## src/include/lal_pkg.sv

```systemverilog
// Constants, register map and carrier types for the latch clearing block.
// Assumes a single 100 MHz clock domain and an AXI4-Lite register master.
package lal_pkg;

  localparam int LAL_NUM_LED = 14;
  localparam int LAL_NUM_OUT = 8;
  localparam int LAL_NUM_SCADA = 8;
  localparam int LAL_NUM_SG = 2;
  localparam int LAL_NUM_ALARM = 8;
  localparam int LAL_DLY_W = 8;
  localparam int LAL_ADDR_W = 8;
  localparam int LAL_DATA_W = 32;

  // Register byte addresses
  localparam logic [7:0] LAL_REG_CTRL = 8'h00;
  localparam logic [7:0] LAL_REG_LED_MODE = 8'h04;
  localparam logic [7:0] LAL_REG_CMD = 8'h08;
  localparam logic [7:0] LAL_REG_LED_STAT = 8'h0C;
  localparam logic [7:0] LAL_REG_OUT_STAT = 8'h10;
  localparam logic [7:0] LAL_REG_SCADA_STAT = 8'h14;
  localparam logic [7:0] LAL_REG_TRIP_STAT = 8'h18;
  localparam logic [7:0] LAL_REG_OFFDLY0 = 8'h1C;
  localparam logic [7:0] LAL_REG_OFFDLY1 = 8'h20;

  // Field positions
  localparam int LAL_CTRL_PERMIT_BIT = 0;
  localparam int LAL_CMD_LED_BIT = 0;
  localparam int LAL_CMD_OUT_BIT = 1;
  localparam int LAL_CMD_SCADA_BIT = 2;
  localparam int LAL_CMD_TRIP_BIT = 3;
  localparam int LAL_OUT_PEND_LSB = 8;

  // Reset values
  localparam logic LAL_PERMIT_RST = 1'b0;
  localparam logic [LAL_NUM_LED-1:0] LAL_LED_MODE_RST = 14'h0000;
  localparam logic [31:0] LAL_OFFDLY_RST = 32'h0000_0000;

  localparam logic [1:0] LAL_RESP_OKAY = 2'b00;
  localparam logic [1:0] LAL_RESP_SLVERR = 2'b10;

  // One bit per latched object, in every category
  typedef struct packed {
    logic [LAL_NUM_SG-1:0] trip;
    logic [LAL_NUM_SCADA-1:0] scada;
    logic [LAL_NUM_OUT-1:0] outp;
    logic [LAL_NUM_LED-1:0] led;
  } lal_vec_s;

  // Byte-lane merge for register writes
  function automatic logic [31:0] lal_merge(input logic [31:0] old_v,
                                            input logic [31:0] new_v,
                                            input logic [3:0] strb);
    logic [31:0] res;
    res = old_v;
    for (int b = 0; b < 4; b++) begin
      if (strb[b]) begin
        res[b*8 +: 8] = new_v[b*8 +: 8];
      end
    end
    return res;
  endfunction

endpackage

```

## src/rtl/lal_ack_top.sv

```systemverilog
// Latch clearing logic for indicators, output relays, SCADA signals, trips.
// Assumes all sources and clear sources are synchronous to aclk.
// Behaviour
// - Each LED has its own clear source releasing only that LED.
// - Each output relay has its own clear source releasing that output.
// - Each switchgear has its own clear source releasing its trip latch.
// - Without remote permit, group clear sources and SCADA clears are ignored.
// - SCADA communication clear requests need the same remote permit.
// - Group output clear source releases all output relays when permitted.
// - Group SCADA clear source releases all SCADA signals when permitted.
// - Protection or general alarm rise releases LEDs in clear-on-alarm mode.
// - Clear-on-alarm is chosen per LED; others ignore alarms.
// - Group LED clear source releases all LEDs when permitted.
// - A latch only releases while its setting source is inactive.
// - An output latch releases only after its off-delay has elapsed.
// - Without permit only panel clears act; others drop silently.
//
// Local design decisions: the AXI4-Lite register port and the address map.
`timescale 1ns/1ps
`default_nettype none
module lal_ack_top
  import lal_pkg::*;
(
  input wire logic aclk,
  input wire logic aresetn,
  input wire logic [LAL_ADDR_W-1:0] s_axi_awaddr,
  input wire logic [2:0] s_axi_awprot,
  input wire logic s_axi_awvalid,
  output logic s_axi_awready,
  input wire logic [LAL_DATA_W-1:0] s_axi_wdata,
  input wire logic [3:0] s_axi_wstrb,
  input wire logic s_axi_wvalid,
  output logic s_axi_wready,
  output logic [1:0] s_axi_bresp,
  output logic s_axi_bvalid,
  input wire logic s_axi_bready,
  input wire logic [LAL_ADDR_W-1:0] s_axi_araddr,
  input wire logic [2:0] s_axi_arprot,
  input wire logic s_axi_arvalid,
  output logic s_axi_arready,
  output logic [LAL_DATA_W-1:0] s_axi_rdata,
  output logic [1:0] s_axi_rresp,
  output logic s_axi_rvalid,
  input wire logic s_axi_rready,
  input wire lal_vec_s latch_src,
  input wire logic [LAL_NUM_LED-1:0] led_clear_source,
  input wire logic [LAL_NUM_OUT-1:0] output_clear_source,
  input wire logic [LAL_NUM_SG-1:0] trip_latch_clear_source,
  input wire logic all_indicator_clear_source,
  input wire logic all_output_relay_clear_source,
  input wire logic all_scada_clear_source,
  input wire logic [LAL_NUM_ALARM-1:0] prot_alarm,
  input wire logic general_alarm,
  input wire logic panel_clear,
  output lal_vec_s latched
);

  // Edge history of every clear source
  typedef struct packed {
    logic [LAL_NUM_LED-1:0] led;
    logic [LAL_NUM_OUT-1:0] outp;
    logic [LAL_NUM_SG-1:0] trip;
    logic grp_led;
    logic grp_out;
    logic grp_scada;
    logic [LAL_NUM_ALARM-1:0] alarm;
    logic gen_alarm;
    logic panel;
  } lal_clr_src_s;

  lal_clr_src_s cs_now;
  lal_clr_src_s cs_r;
  lal_clr_src_s cs_rise;

  logic permit_r, permit_nxt;
  logic [LAL_NUM_LED-1:0] led_mode_r, led_mode_nxt;
  logic [3:0] cmd_r, cmd_nxt;
  logic [31:0] offdly0_r, offdly0_nxt, offdly1_r, offdly1_nxt;
  logic [31:0] led_mode_word;

  logic aw_have_r, aw_have_nxt, w_have_r, w_have_nxt;
  logic [LAL_ADDR_W-1:0] awaddr_r, awaddr_nxt;
  logic [31:0] wdata_r, wdata_nxt;
  logic [3:0] wstrb_r, wstrb_nxt;
  logic bvalid_r, bvalid_nxt;
  logic [1:0] bresp_r, bresp_nxt;
  logic rvalid_r, rvalid_nxt;
  logic [1:0] rresp_r, rresp_nxt;
  logic [31:0] rdata_r, rdata_nxt;
  logic do_write;

  logic alarm_rise, panel_rise;
  logic [LAL_NUM_LED-1:0] led_other;
  logic [LAL_NUM_OUT-1:0] out_req, out_rel, out_pend;
  lal_vec_s clr;

  assign cs_now = '{led: led_clear_source, outp: output_clear_source,
                    trip: trip_latch_clear_source,
                    grp_led: all_indicator_clear_source,
                    grp_out: all_output_relay_clear_source,
                    grp_scada: all_scada_clear_source,
                    alarm: prot_alarm, gen_alarm: general_alarm,
                    panel: panel_clear};

  always_ff @(posedge aclk) begin
    if (!aresetn) begin
      cs_r <= '0;
    end else begin
      cs_r <= cs_now;
    end
  end

  // Clear sources act on becoming active, not on level
  assign cs_rise = cs_now & ~cs_r;
  assign alarm_rise = (|cs_rise.alarm) | cs_rise.gen_alarm;
  assign panel_rise = cs_rise.panel;

  // Clear composition; panel is the only path the permit cannot block
  always_comb begin
    led_other = '0;
    clr = '0;
    out_req = '0;
    if (permit_r) begin
      led_other = cs_rise.led;
      if (cs_rise.grp_led || cmd_r[LAL_CMD_LED_BIT]) begin
        led_other = '1;
      end
      clr.led = led_other | (led_mode_r & {LAL_NUM_LED{alarm_rise}});
      out_req = cs_rise.outp;
      if (cs_rise.grp_out || cmd_r[LAL_CMD_OUT_BIT]) begin
        out_req = '1;
      end
      if (cs_rise.grp_scada || cmd_r[LAL_CMD_SCADA_BIT]) begin
        clr.scada = '1;
      end
      clr.trip = cs_rise.trip;
      if (cmd_r[LAL_CMD_TRIP_BIT]) begin
        clr.trip = '1;
      end
    end
    if (panel_rise) begin
      led_other = '1;
      clr.led = '1;
      clr.scada = '1;
      clr.trip = '1;
      out_req = '1;
    end
    clr.outp = out_rel;
  end

  lal_off_delay #(
    .N(LAL_NUM_OUT)
  ) u_off_delay (
    .aclk(aclk),
    .aresetn(aresetn),
    .req(out_req),
    .dly_cfg({offdly1_r, offdly0_r}),
    .release_p(out_rel),
    .pending(out_pend)
  );

  lal_latch_bank #(
    .N($bits(lal_vec_s))
  ) u_latches (
    .aclk(aclk),
    .aresetn(aresetn),
    .src(latch_src),
    .clr(clr),
    .latched(latched)
  );

  // AXI4-Lite slave: address and data taken in either order
  assign s_axi_awready = !aw_have_r && !bvalid_r;
  assign s_axi_wready = !w_have_r && !bvalid_r;
  assign s_axi_arready = !rvalid_r;
  assign s_axi_bvalid = bvalid_r;
  assign s_axi_bresp = bresp_r;
  assign s_axi_rvalid = rvalid_r;
  assign s_axi_rresp = rresp_r;
  assign s_axi_rdata = rdata_r;
  assign do_write = aw_have_r && w_have_r;

  always_comb begin
    aw_have_nxt = aw_have_r;
    w_have_nxt = w_have_r;
    awaddr_nxt = awaddr_r;
    wdata_nxt = wdata_r;
    wstrb_nxt = wstrb_r;
    bvalid_nxt = bvalid_r;
    bresp_nxt = bresp_r;
    permit_nxt = permit_r;
    led_mode_nxt = led_mode_r;
    offdly0_nxt = offdly0_r;
    offdly1_nxt = offdly1_r;
    cmd_nxt = '0;
    led_mode_word = lal_merge(32'(led_mode_r), wdata_r, wstrb_r);
    if (s_axi_awvalid && s_axi_awready) begin
      aw_have_nxt = 1'b1;
      awaddr_nxt = s_axi_awaddr;
    end
    if (s_axi_wvalid && s_axi_wready) begin
      w_have_nxt = 1'b1;
      wdata_nxt = s_axi_wdata;
      wstrb_nxt = s_axi_wstrb;
    end
    if (s_axi_bvalid && s_axi_bready) begin
      bvalid_nxt = 1'b0;
    end
    if (do_write) begin
      aw_have_nxt = 1'b0;
      w_have_nxt = 1'b0;
      bvalid_nxt = 1'b1;
      bresp_nxt = LAL_RESP_OKAY;
      case (awaddr_r)
        LAL_REG_CTRL: begin
          if (wstrb_r[0]) begin
            permit_nxt = wdata_r[LAL_CTRL_PERMIT_BIT];
          end
        end
        LAL_REG_LED_MODE: begin
          led_mode_nxt = led_mode_word[LAL_NUM_LED-1:0];
        end
        LAL_REG_CMD: begin
          if (wstrb_r[0]) begin
            cmd_nxt = wdata_r[3:0];
          end
        end
        LAL_REG_OFFDLY0: offdly0_nxt = lal_merge(offdly0_r, wdata_r, wstrb_r);
        LAL_REG_OFFDLY1: offdly1_nxt = lal_merge(offdly1_r, wdata_r, wstrb_r);
        LAL_REG_LED_STAT, LAL_REG_OUT_STAT, LAL_REG_SCADA_STAT,
        LAL_REG_TRIP_STAT: begin
        end
        default: bresp_nxt = LAL_RESP_SLVERR;
      endcase
    end
  end

  always_comb begin
    rvalid_nxt = rvalid_r;
    rdata_nxt = rdata_r;
    rresp_nxt = rresp_r;
    if (s_axi_rvalid && s_axi_rready) begin
      rvalid_nxt = 1'b0;
    end
    if (s_axi_arvalid && s_axi_arready) begin
      rvalid_nxt = 1'b1;
      rresp_nxt = LAL_RESP_OKAY;
      rdata_nxt = '0;
      case (s_axi_araddr)
        LAL_REG_CTRL: rdata_nxt[LAL_CTRL_PERMIT_BIT] = permit_r;
        LAL_REG_LED_MODE: rdata_nxt[LAL_NUM_LED-1:0] = led_mode_r;
        LAL_REG_CMD: rdata_nxt = '0;
        LAL_REG_LED_STAT: rdata_nxt[LAL_NUM_LED-1:0] = latched.led;
        LAL_REG_OUT_STAT: begin
          rdata_nxt[LAL_NUM_OUT-1:0] = latched.outp;
          rdata_nxt[LAL_OUT_PEND_LSB +: LAL_NUM_OUT] = out_pend;
        end
        LAL_REG_SCADA_STAT: rdata_nxt[LAL_NUM_SCADA-1:0] = latched.scada;
        LAL_REG_TRIP_STAT: rdata_nxt[LAL_NUM_SG-1:0] = latched.trip;
        LAL_REG_OFFDLY0: rdata_nxt = offdly0_r;
        LAL_REG_OFFDLY1: rdata_nxt = offdly1_r;
        default: rresp_nxt = LAL_RESP_SLVERR;
      endcase
    end
  end

  always_ff @(posedge aclk) begin
    if (!aresetn) begin
      aw_have_r <= 1'b0;
      w_have_r <= 1'b0;
      awaddr_r <= '0;
      wdata_r <= '0;
      wstrb_r <= '0;
      bvalid_r <= 1'b0;
      bresp_r <= LAL_RESP_OKAY;
      rvalid_r <= 1'b0;
      rdata_r <= '0;
      rresp_r <= LAL_RESP_OKAY;
      permit_r <= LAL_PERMIT_RST;
      led_mode_r <= LAL_LED_MODE_RST;
      offdly0_r <= LAL_OFFDLY_RST;
      offdly1_r <= LAL_OFFDLY_RST;
      cmd_r <= '0;
    end else begin
      aw_have_r <= aw_have_nxt;
      w_have_r <= w_have_nxt;
      awaddr_r <= awaddr_nxt;
      wdata_r <= wdata_nxt;
      wstrb_r <= wstrb_nxt;
      bvalid_r <= bvalid_nxt;
      bresp_r <= bresp_nxt;
      rvalid_r <= rvalid_nxt;
      rdata_r <= rdata_nxt;
      rresp_r <= rresp_nxt;
      permit_r <= permit_nxt;
      led_mode_r <= led_mode_nxt;
      offdly0_r <= offdly0_nxt;
      offdly1_r <= offdly1_nxt;
      cmd_r <= cmd_nxt;
    end
  end
endmodule
`default_nettype wire

```

## src/rtl/lal_latch_bank.sv

```systemverilog
// Bank of latches: set by source, released by a clear while source is low.
// Assumes sources and clears come from logic on the same clock.
`timescale 1ns/1ps
`default_nettype none
module lal_latch_bank #(
  parameter int N = 8
) (
  input wire logic aclk,
  input wire logic aresetn,
  input wire logic [N-1:0] src,
  input wire logic [N-1:0] clr,
  output logic [N-1:0] latched
);
  logic [N-1:0] lat_r;
  logic [N-1:0] lat_nxt;

  always_comb begin
    // Active source always wins over a clear
    lat_nxt = (lat_r | src) & ~(clr & ~src);
  end

  always_ff @(posedge aclk) begin
    if (!aresetn) begin
      lat_r <= '0;
    end else begin
      lat_r <= lat_nxt;
    end
  end

  assign latched = lat_r;
endmodule
`default_nettype wire

```

## src/rtl/lal_off_delay.sv

```systemverilog
// Per-output off-delay: a clear request is released after its count runs out.
// Delay 0 releases one cycle after the request; a new request restarts.
`timescale 1ns/1ps
`default_nettype none
module lal_off_delay
  import lal_pkg::*;
#(
  parameter int N = 8
) (
  input wire logic aclk,
  input wire logic aresetn,
  input wire logic [N-1:0] req,
  input wire logic [N*LAL_DLY_W-1:0] dly_cfg,
  output logic [N-1:0] release_p,
  output logic [N-1:0] pending
);
  logic [N-1:0] pend_r;
  logic [N-1:0] pend_nxt;
  logic [LAL_DLY_W-1:0] cnt_r [N];
  logic [LAL_DLY_W-1:0] cnt_nxt [N];

  always_comb begin
    for (int i = 0; i < N; i++) begin
      pend_nxt[i] = pend_r[i];
      cnt_nxt[i] = cnt_r[i];
      release_p[i] = 1'b0;
      if (req[i]) begin
        pend_nxt[i] = 1'b1;
        cnt_nxt[i] = dly_cfg[i*LAL_DLY_W +: LAL_DLY_W];
      end else if (pend_r[i]) begin
        if (cnt_r[i] == '0) begin
          release_p[i] = 1'b1;
          pend_nxt[i] = 1'b0;
        end else begin
          cnt_nxt[i] = cnt_r[i] - 1'b1;
        end
      end
    end
  end

  always_ff @(posedge aclk) begin
    if (!aresetn) begin
      pend_r <= '0;
      for (int i = 0; i < N; i++) begin
        cnt_r[i] <= '0;
      end
    end else begin
      pend_r <= pend_nxt;
      for (int i = 0; i < N; i++) begin
        cnt_r[i] <= cnt_nxt[i];
      end
    end
  end

  assign pending = pend_r;
endmodule
`default_nettype wire

```

## config.mk

```make
export PLATFORM = sky130hd
export DESIGN_NAME = lal_ack_top
export DESIGN_NICKNAME = d
export VERILOG_FILES = /design/src/include/lal_pkg.sv /design/src/rtl/lal_ack_top.sv /design/src/rtl/lal_latch_bank.sv /design/src/rtl/lal_off_delay.sv
export SDC_FILE = /design/constraint.sdc
export NUM_CORES = 1
export LEC_CHECK = 0
export BUFFER_PORTS_ARGS = -buffer_cell sky130_fd_sc_hd__buf_4
export CAP_MARGIN = 20
export CORE_MARGIN = 8
export CORE_UTILIZATION = 47
export DETAILED_ROUTE_END_ITERATION = 8
export PLACE_DENSITY = 0.66
export REMOVE_ABC_BUFFERS = 1
export SYNTH_ARGS = -nofsm -noshare
export SYNTH_HDL_FRONTEND = slang
export SYNTH_SLANG_ARGS = --single-unit
```

## constraint.sdc

```tcl
create_clock -name aclk -period 3.1 [get_ports aclk]
set_input_delay 0.465 -clock aclk [delete_from_list [all_inputs] [get_ports aclk]]
set_output_delay 0.465 -clock aclk [all_outputs]
set_load 0.01 [all_outputs]
```

=== After elaboration in Yosys (flattened, before gate mapping) ===
Memories as Yosys holds them, arrays and structs flattened.
Index checks and enable logic that the tools add are counted.

* Register bits after elaboration: 244
* Bits in writable memories: 64
* Input bits: 134
* Output and inout bits: 73
* Logic and storage cells: 225
* Memories: 1

* $add $sub $neg: 8
* Equal/unequal tests: 16
* Muxes and demuxes: 105
* Bitwise logic cells: 19
* Reductions and logical operators: 43

{| class="wikitable"
|+ Memory list
! memory !! words !! width !! rd ports !! clocked after memory_dff !! write ports !! RTL line !! text
|-
| u_off_delay.cnt_r || 8 || 8 || 8 || 0 || 8 || lal_off_delay.sv:19 || <nowiki>logic [LAL_DLY_W-1:0] cnt_r [N];</nowiki>
|}

{| class="wikitable"
|+ Operators by type and width
! cell !! number
|-
| 2-to-1 mux 8 bit || 36
|-
| zero test 8 bit || 10
|-
| bitwise AND 32 bit || 2
|-
| equality test 8 x 5 -> 1 bit, second input constant || 8
|-
| inverter 32 bit || 2
|-
| subtractor 8 x 1 -> 8 bit, second input constant || 8
|-
| 2-to-1 mux 14 bit || 4
|-
| 2-to-1 mux 1 bit || 54
|-
| bitwise AND 37 bit || 1
|-
| inverter 37 bit || 1
|-
| one-hot mux 6 bit (6 select lines) || 1
|-
| AND reduction 3 bit || 11
|-
| equality test 8 x 4 -> 1 bit, second input constant || 4
|-
| OR 32 bit || 1
|-
| one-hot mux 16 bit (2 select lines) || 1
|-
| one-hot mux 6 bit (5 select lines) || 1
|-
| 2-to-1 mux 10 bit || 2
|-
| OR reduction 9 bit || 2
|-
| equality test 8 x 3 -> 1 bit, second input constant || 2
|-
| equality test 8 x 6 -> 1 bit, second input constant || 2
|-
| bitwise AND 14 bit || 1
|-
| OR 14 bit || 1
|-
| OR 1 bit || 9
|-
| logical AND 1 bit || 8
|-
| 11 further kinds || 19
|}

=== Depth between registers and ports, before layout ===
* Word-level depth: 11
* Mapped depth: 7
* Gate-level depth less buffers: 7

=== Hierarchy ===
Synthesis repeated with hierarchy kept, for this count alone.

* Cells, all modules: 1588
* Area total of the unflattened synthesis: 14121.0 sq um

{| class="wikitable"
|+ Modules (own cells, without submodules)
! module !! times used !! cells each !! area an instance (sq um) !! seq. area each (sq um)
|-
| lal_ack_top || 1 || 980 || 8903.5 || 4043.9
|-
| lal_off_delay || 1 || 509 || 4102.7 || 1441.4
|-
| lal_latch_bank || 1 || 99 || 1114.8 || 640.6
|}

=== Least setup slack after synthesis ===
Ideal clock, no wire load.

* Path type: input port to flip-flop
* Start: input s_axi_araddr[3]
* End: register rdata_r[19], in the netlist s_axi_rdata[19]
* Library setup time: 0.080 ns
* Arrival: 1.944 ns
* Required time: 3.020 ns
* Setup slack: 1.076 ns
* Cell stages on the path: 7
* Buffers on the path: 3
* Cell sequence: buf_2 nor4_1 and2_1 buf_4 buf_4 a221oi_1 nor3b_1

* Word-level cells in the longest chain between the ends: 2
* Elaborated cells between the ends (all ways): 3
* Classes of those cells: 2 x eq/ne; 1 x mux

{| class="wikitable"
|+ Ends and longest elaborated chain
! what !! RTL line !! text
|-
| start: declaration || lal_ack_top.sv:37 || <nowiki>input wire logic [LAL_ADDR_W-1:0] s_axi_araddr,</nowiki>
|-
| equality test 8 x 6 -> 1 bit or equality test 8 x 5 -> 1 bit (tied branches) || lal_ack_top.sv:249 || <nowiki>case (s_axi_araddr)</nowiki>
|-
| one-hot mux 16 bit (2 select lines) * || lal_ack_top.sv:249 ||
|-
| end signal: assignment || lal_ack_top.sv:293 || <nowiki>rdata_r <= rdata_nxt;</nowiki>
|-
| end: declaration || lal_ack_top.sv:89 || <nowiki>logic [31:0] rdata_r, rdata_nxt;</nowiki>
|}

Every way passes the cells marked *; elsewhere a longest branch is shown, timed or not.
A chain may end at the register's enable or synchronous reset.

==> impl_metrics.json <==
{
  "clk_pin_slew_ns": 0.06,
  "area_growth_pct": 23.05,
  "hold_path.class": "in2reg",
  "ys_seq_area_frac": 0.4576,
  "outcome": "complete, no violations",
  "h-tree-depth": 2,
  "postCtsSetupRepairBufs": 0,
  "grt_usage": 0.2305,
  "powerDensity_nw_per_um2": 587.5,
  "io_buffers": 198,
  "clockBufferDepth": 3,
  "synth_seq_cells": 306,
  "max-slew-margin-rel": 0.3049,
  "holdBufCountCts": 0,
  "nFillCells": 2610,
  "rsz0062_at_grt": "no",
  "diodes": 0,
  "netlist_instances": 1534,
  "max_cap_violations": 0,
  "synth-edff-count": 0,
  "design_area_um2": 16470,
  "vias": 11980,
  "worstSetupPathType": "reg2reg",
  "cts.sinks": 306,
  "synth.largest_area_cell": "dfxtp_1",
  "grt_pass1_vias": 11510,
  "timing.fmax_mhz": 445.4,
  "synth_ff_type": "dfxtp_1",
  "cts_buffers": 34,
  "cts_tree": "done",
  "drtIter0Drc": 1117,
  "min_period_ns": 2.245,
  "grt-ovfl-total": 0,
  "die_x_um": 184.8,
  "routed_via_density": 5.671,
  "hp-start": "latch_src[3]",
  "cts.repair.resized": 0,
  "core_area_um2": 27930,
  "root_buffer": "clkbuf_16",
  "p_leak_nw": 6.738,
  "wl_um": 40610,
  "syn_avg_cell_area_um2": 8.727,
  "required_ns": 3.50,
  "regArea_um2": 6126,
  "initial_core_util": 0.4792,
  "drt_drc_violations_left": 0,
  "fin_skew_ns": 0.02022,
  "synth.area.top_cells": "dfxtp_1 (46%), mux2i_1 (5.9%), nand2_1 (5.1%), o21ai_0 (4.4%), a21oi_1 (3.6%)",
  "hold_slack_ns": 0.1560,
  "nNetsFinal": 1854,
  "async_flop_share": 0,
  "netlist.area_leader.share": 0.4576,
  "multi_input_area_um2": 6726,
  "yosysMostFrequentCell": "dfxtp_1",
  "max-vdd-ir-drop_mv": 0.3775,
  "grt_pass1_wl_um": 62850,
  "place_congestion": 0.8555,
  "synth_commonest_cells": "dfxtp_1 (306), nand2_1 (181), o21ai_0 (118)",
  "crit_arrival_ns": 2.65,
  "drtPass1Iterations": 5,
  "die_h_um": 184.8,
  "die_area_um2": 34140,
  "io_pins": 207,
  "antenna_found_initial": 1,
  "drive_above_1_share": 0.1869,
  "ant_nets": 0,
  "ys.warnings.count": 0,
  "r2r-start": "u_off_delay.cnt_r[0][0]",
  "fin_crit_sh": 0.7242,
  "finalHoldViolations": 0,
  "num_rows": 61,
  "setup_tns_ns": 0,
  "ys_types": 67,
  "synth_area_um2": 13390,
  "start_kind": "flop",
  "cp_max_fo": 5,
  "cp-end-kind": "flop",
  "clk_latency_ns": 0.51,
  "detail_route.wl_per_cell_um": 19.23,
  "grt_max_degree": 97,
  "slew_viol_final": 0,
  "totalPowerFinal_mw": 9.677,
  "cp-startpoint": "u_off_delay.cnt_r[0][0]",
  "setup_violations": 0,
  "place_area_um2": 15300,
  "worst_slew_pin_slew_ns": 1.037,
  "place_hpwl_um": 28250
}
-- metal layers --
layer,vias to the layer above,global-route usage,part of all wire
met5,-,0,0.00025
met4,2,0.06882,0.021
met3,60,0.05178,0.078
met2,404,0.3766,0.46
met1,5664,0.3000,0.44
li1,5847,-,-
-- placed cells by master (no fill, tap or decap), drive strengths merged, types with 7 or more instances in the layout --
master,n
mux2i,79
nor3b,21
or4b,9
a22oi,11
or3,9
a31oi,15
a21oi,95
buf,236
xnor2,13
o22ai,10
clkbuf,50
o221ai,14
o211ai,15
nand2,183
ha,8
nor4,12
nor2,104
nor2b,57
a21boi,63
inv,46
and2,41
a32o,18
a221oi,18
dfxtp,306
nand3,42
a22o,10
a311oi,7
a211oi,17
nand4,7
nor3,34
o21ai,118
-- where the power goes --
group          total (mW)  internal [mW]  switching [mW]
Sequential           4.33           4.14           0.195
Combinational        1.19          0.541           0.651
Clock                4.15           2.54            1.61
-- path summary, 6_finish.rpt --
check / end / slack, ns / depth (start not counted)
max: u_off_delay.cnt_r[0][3] / 0.85 / 7
max reg2reg: u_off_delay.cnt_r[0][3] / 0.85 / 7
min: u_latches.latched[3] / 0.16 / 2
min reg2reg: awaddr_r[6] / 0.47 / 2
-- stage by stage --
stage | instances | utilization | setup slack (ns)
floorplan | 1440 | - | -0.1721
global route | 2112 | 0.5897 | 0.6178
CTS | 2111 | 0.5893 | 0.8826
finish | 2112 | 0.5897 | 0.8550
global placement | 2053 | 0.5478 | 0.8978
detailed placement | 2053 | 0.5478 | 0.9037
-- cell type report --
cell class,count,share of cell area
clock buffer,50,0.06464
tap,378,0.02871
multi-input combinational,1088,0.4084
inverter,46,0.01048
timing repair buffer,236,0.1103
clock inverter,8,0.005621
sequential,306,0.3719
-- state kept, by name (all words and copies together), names as in the netlist --
name                 count
aw_have_r                1
awaddr_r                 8
cmd_r                    4
cs_r                    37
led_mode_r              14
offdly0_r               32
offdly1_r               32
permit_r                 1
s_axi_bresp              1
s_axi_bvalid             1
s_axi_rdata             32
s_axi_rresp              1
s_axi_rvalid             1
u_latches.latched       32
u_off_delay.cnt_r       64
u_off_delay.pending      8
w_have_r                 1
wdata_r                 32
wstrb_r                  4
-- worst max-delay path: stages (launching register included) --
cell and delay [ns]:
dfxtp_1 0.31, inv_1 0.11, ha_1 0.19, or4b_2 0.61, o21ai_0 0.55, nor4_1 0.12
xnor2_1 0.17, a21oi_1 0.08
-- cell families after synthesis --
family | count (synthesis) | synth area share
AND/OR/NAND/NOR | 549 | 0.2099
AO/OA/AOI/OAI | 431 | 0.2096
flip-flops | 306 | 0.4576
buffers and inverters | 141 | 0.04281
multiplexers | 83 | 0.06244
XOR/XNOR | 15 | 0.009814
adder cells (fa/ha/maj) | 8 | 0.007478
other | 1 | 0.0002801
No activity file was read; power rests on OpenSTA's default activity.
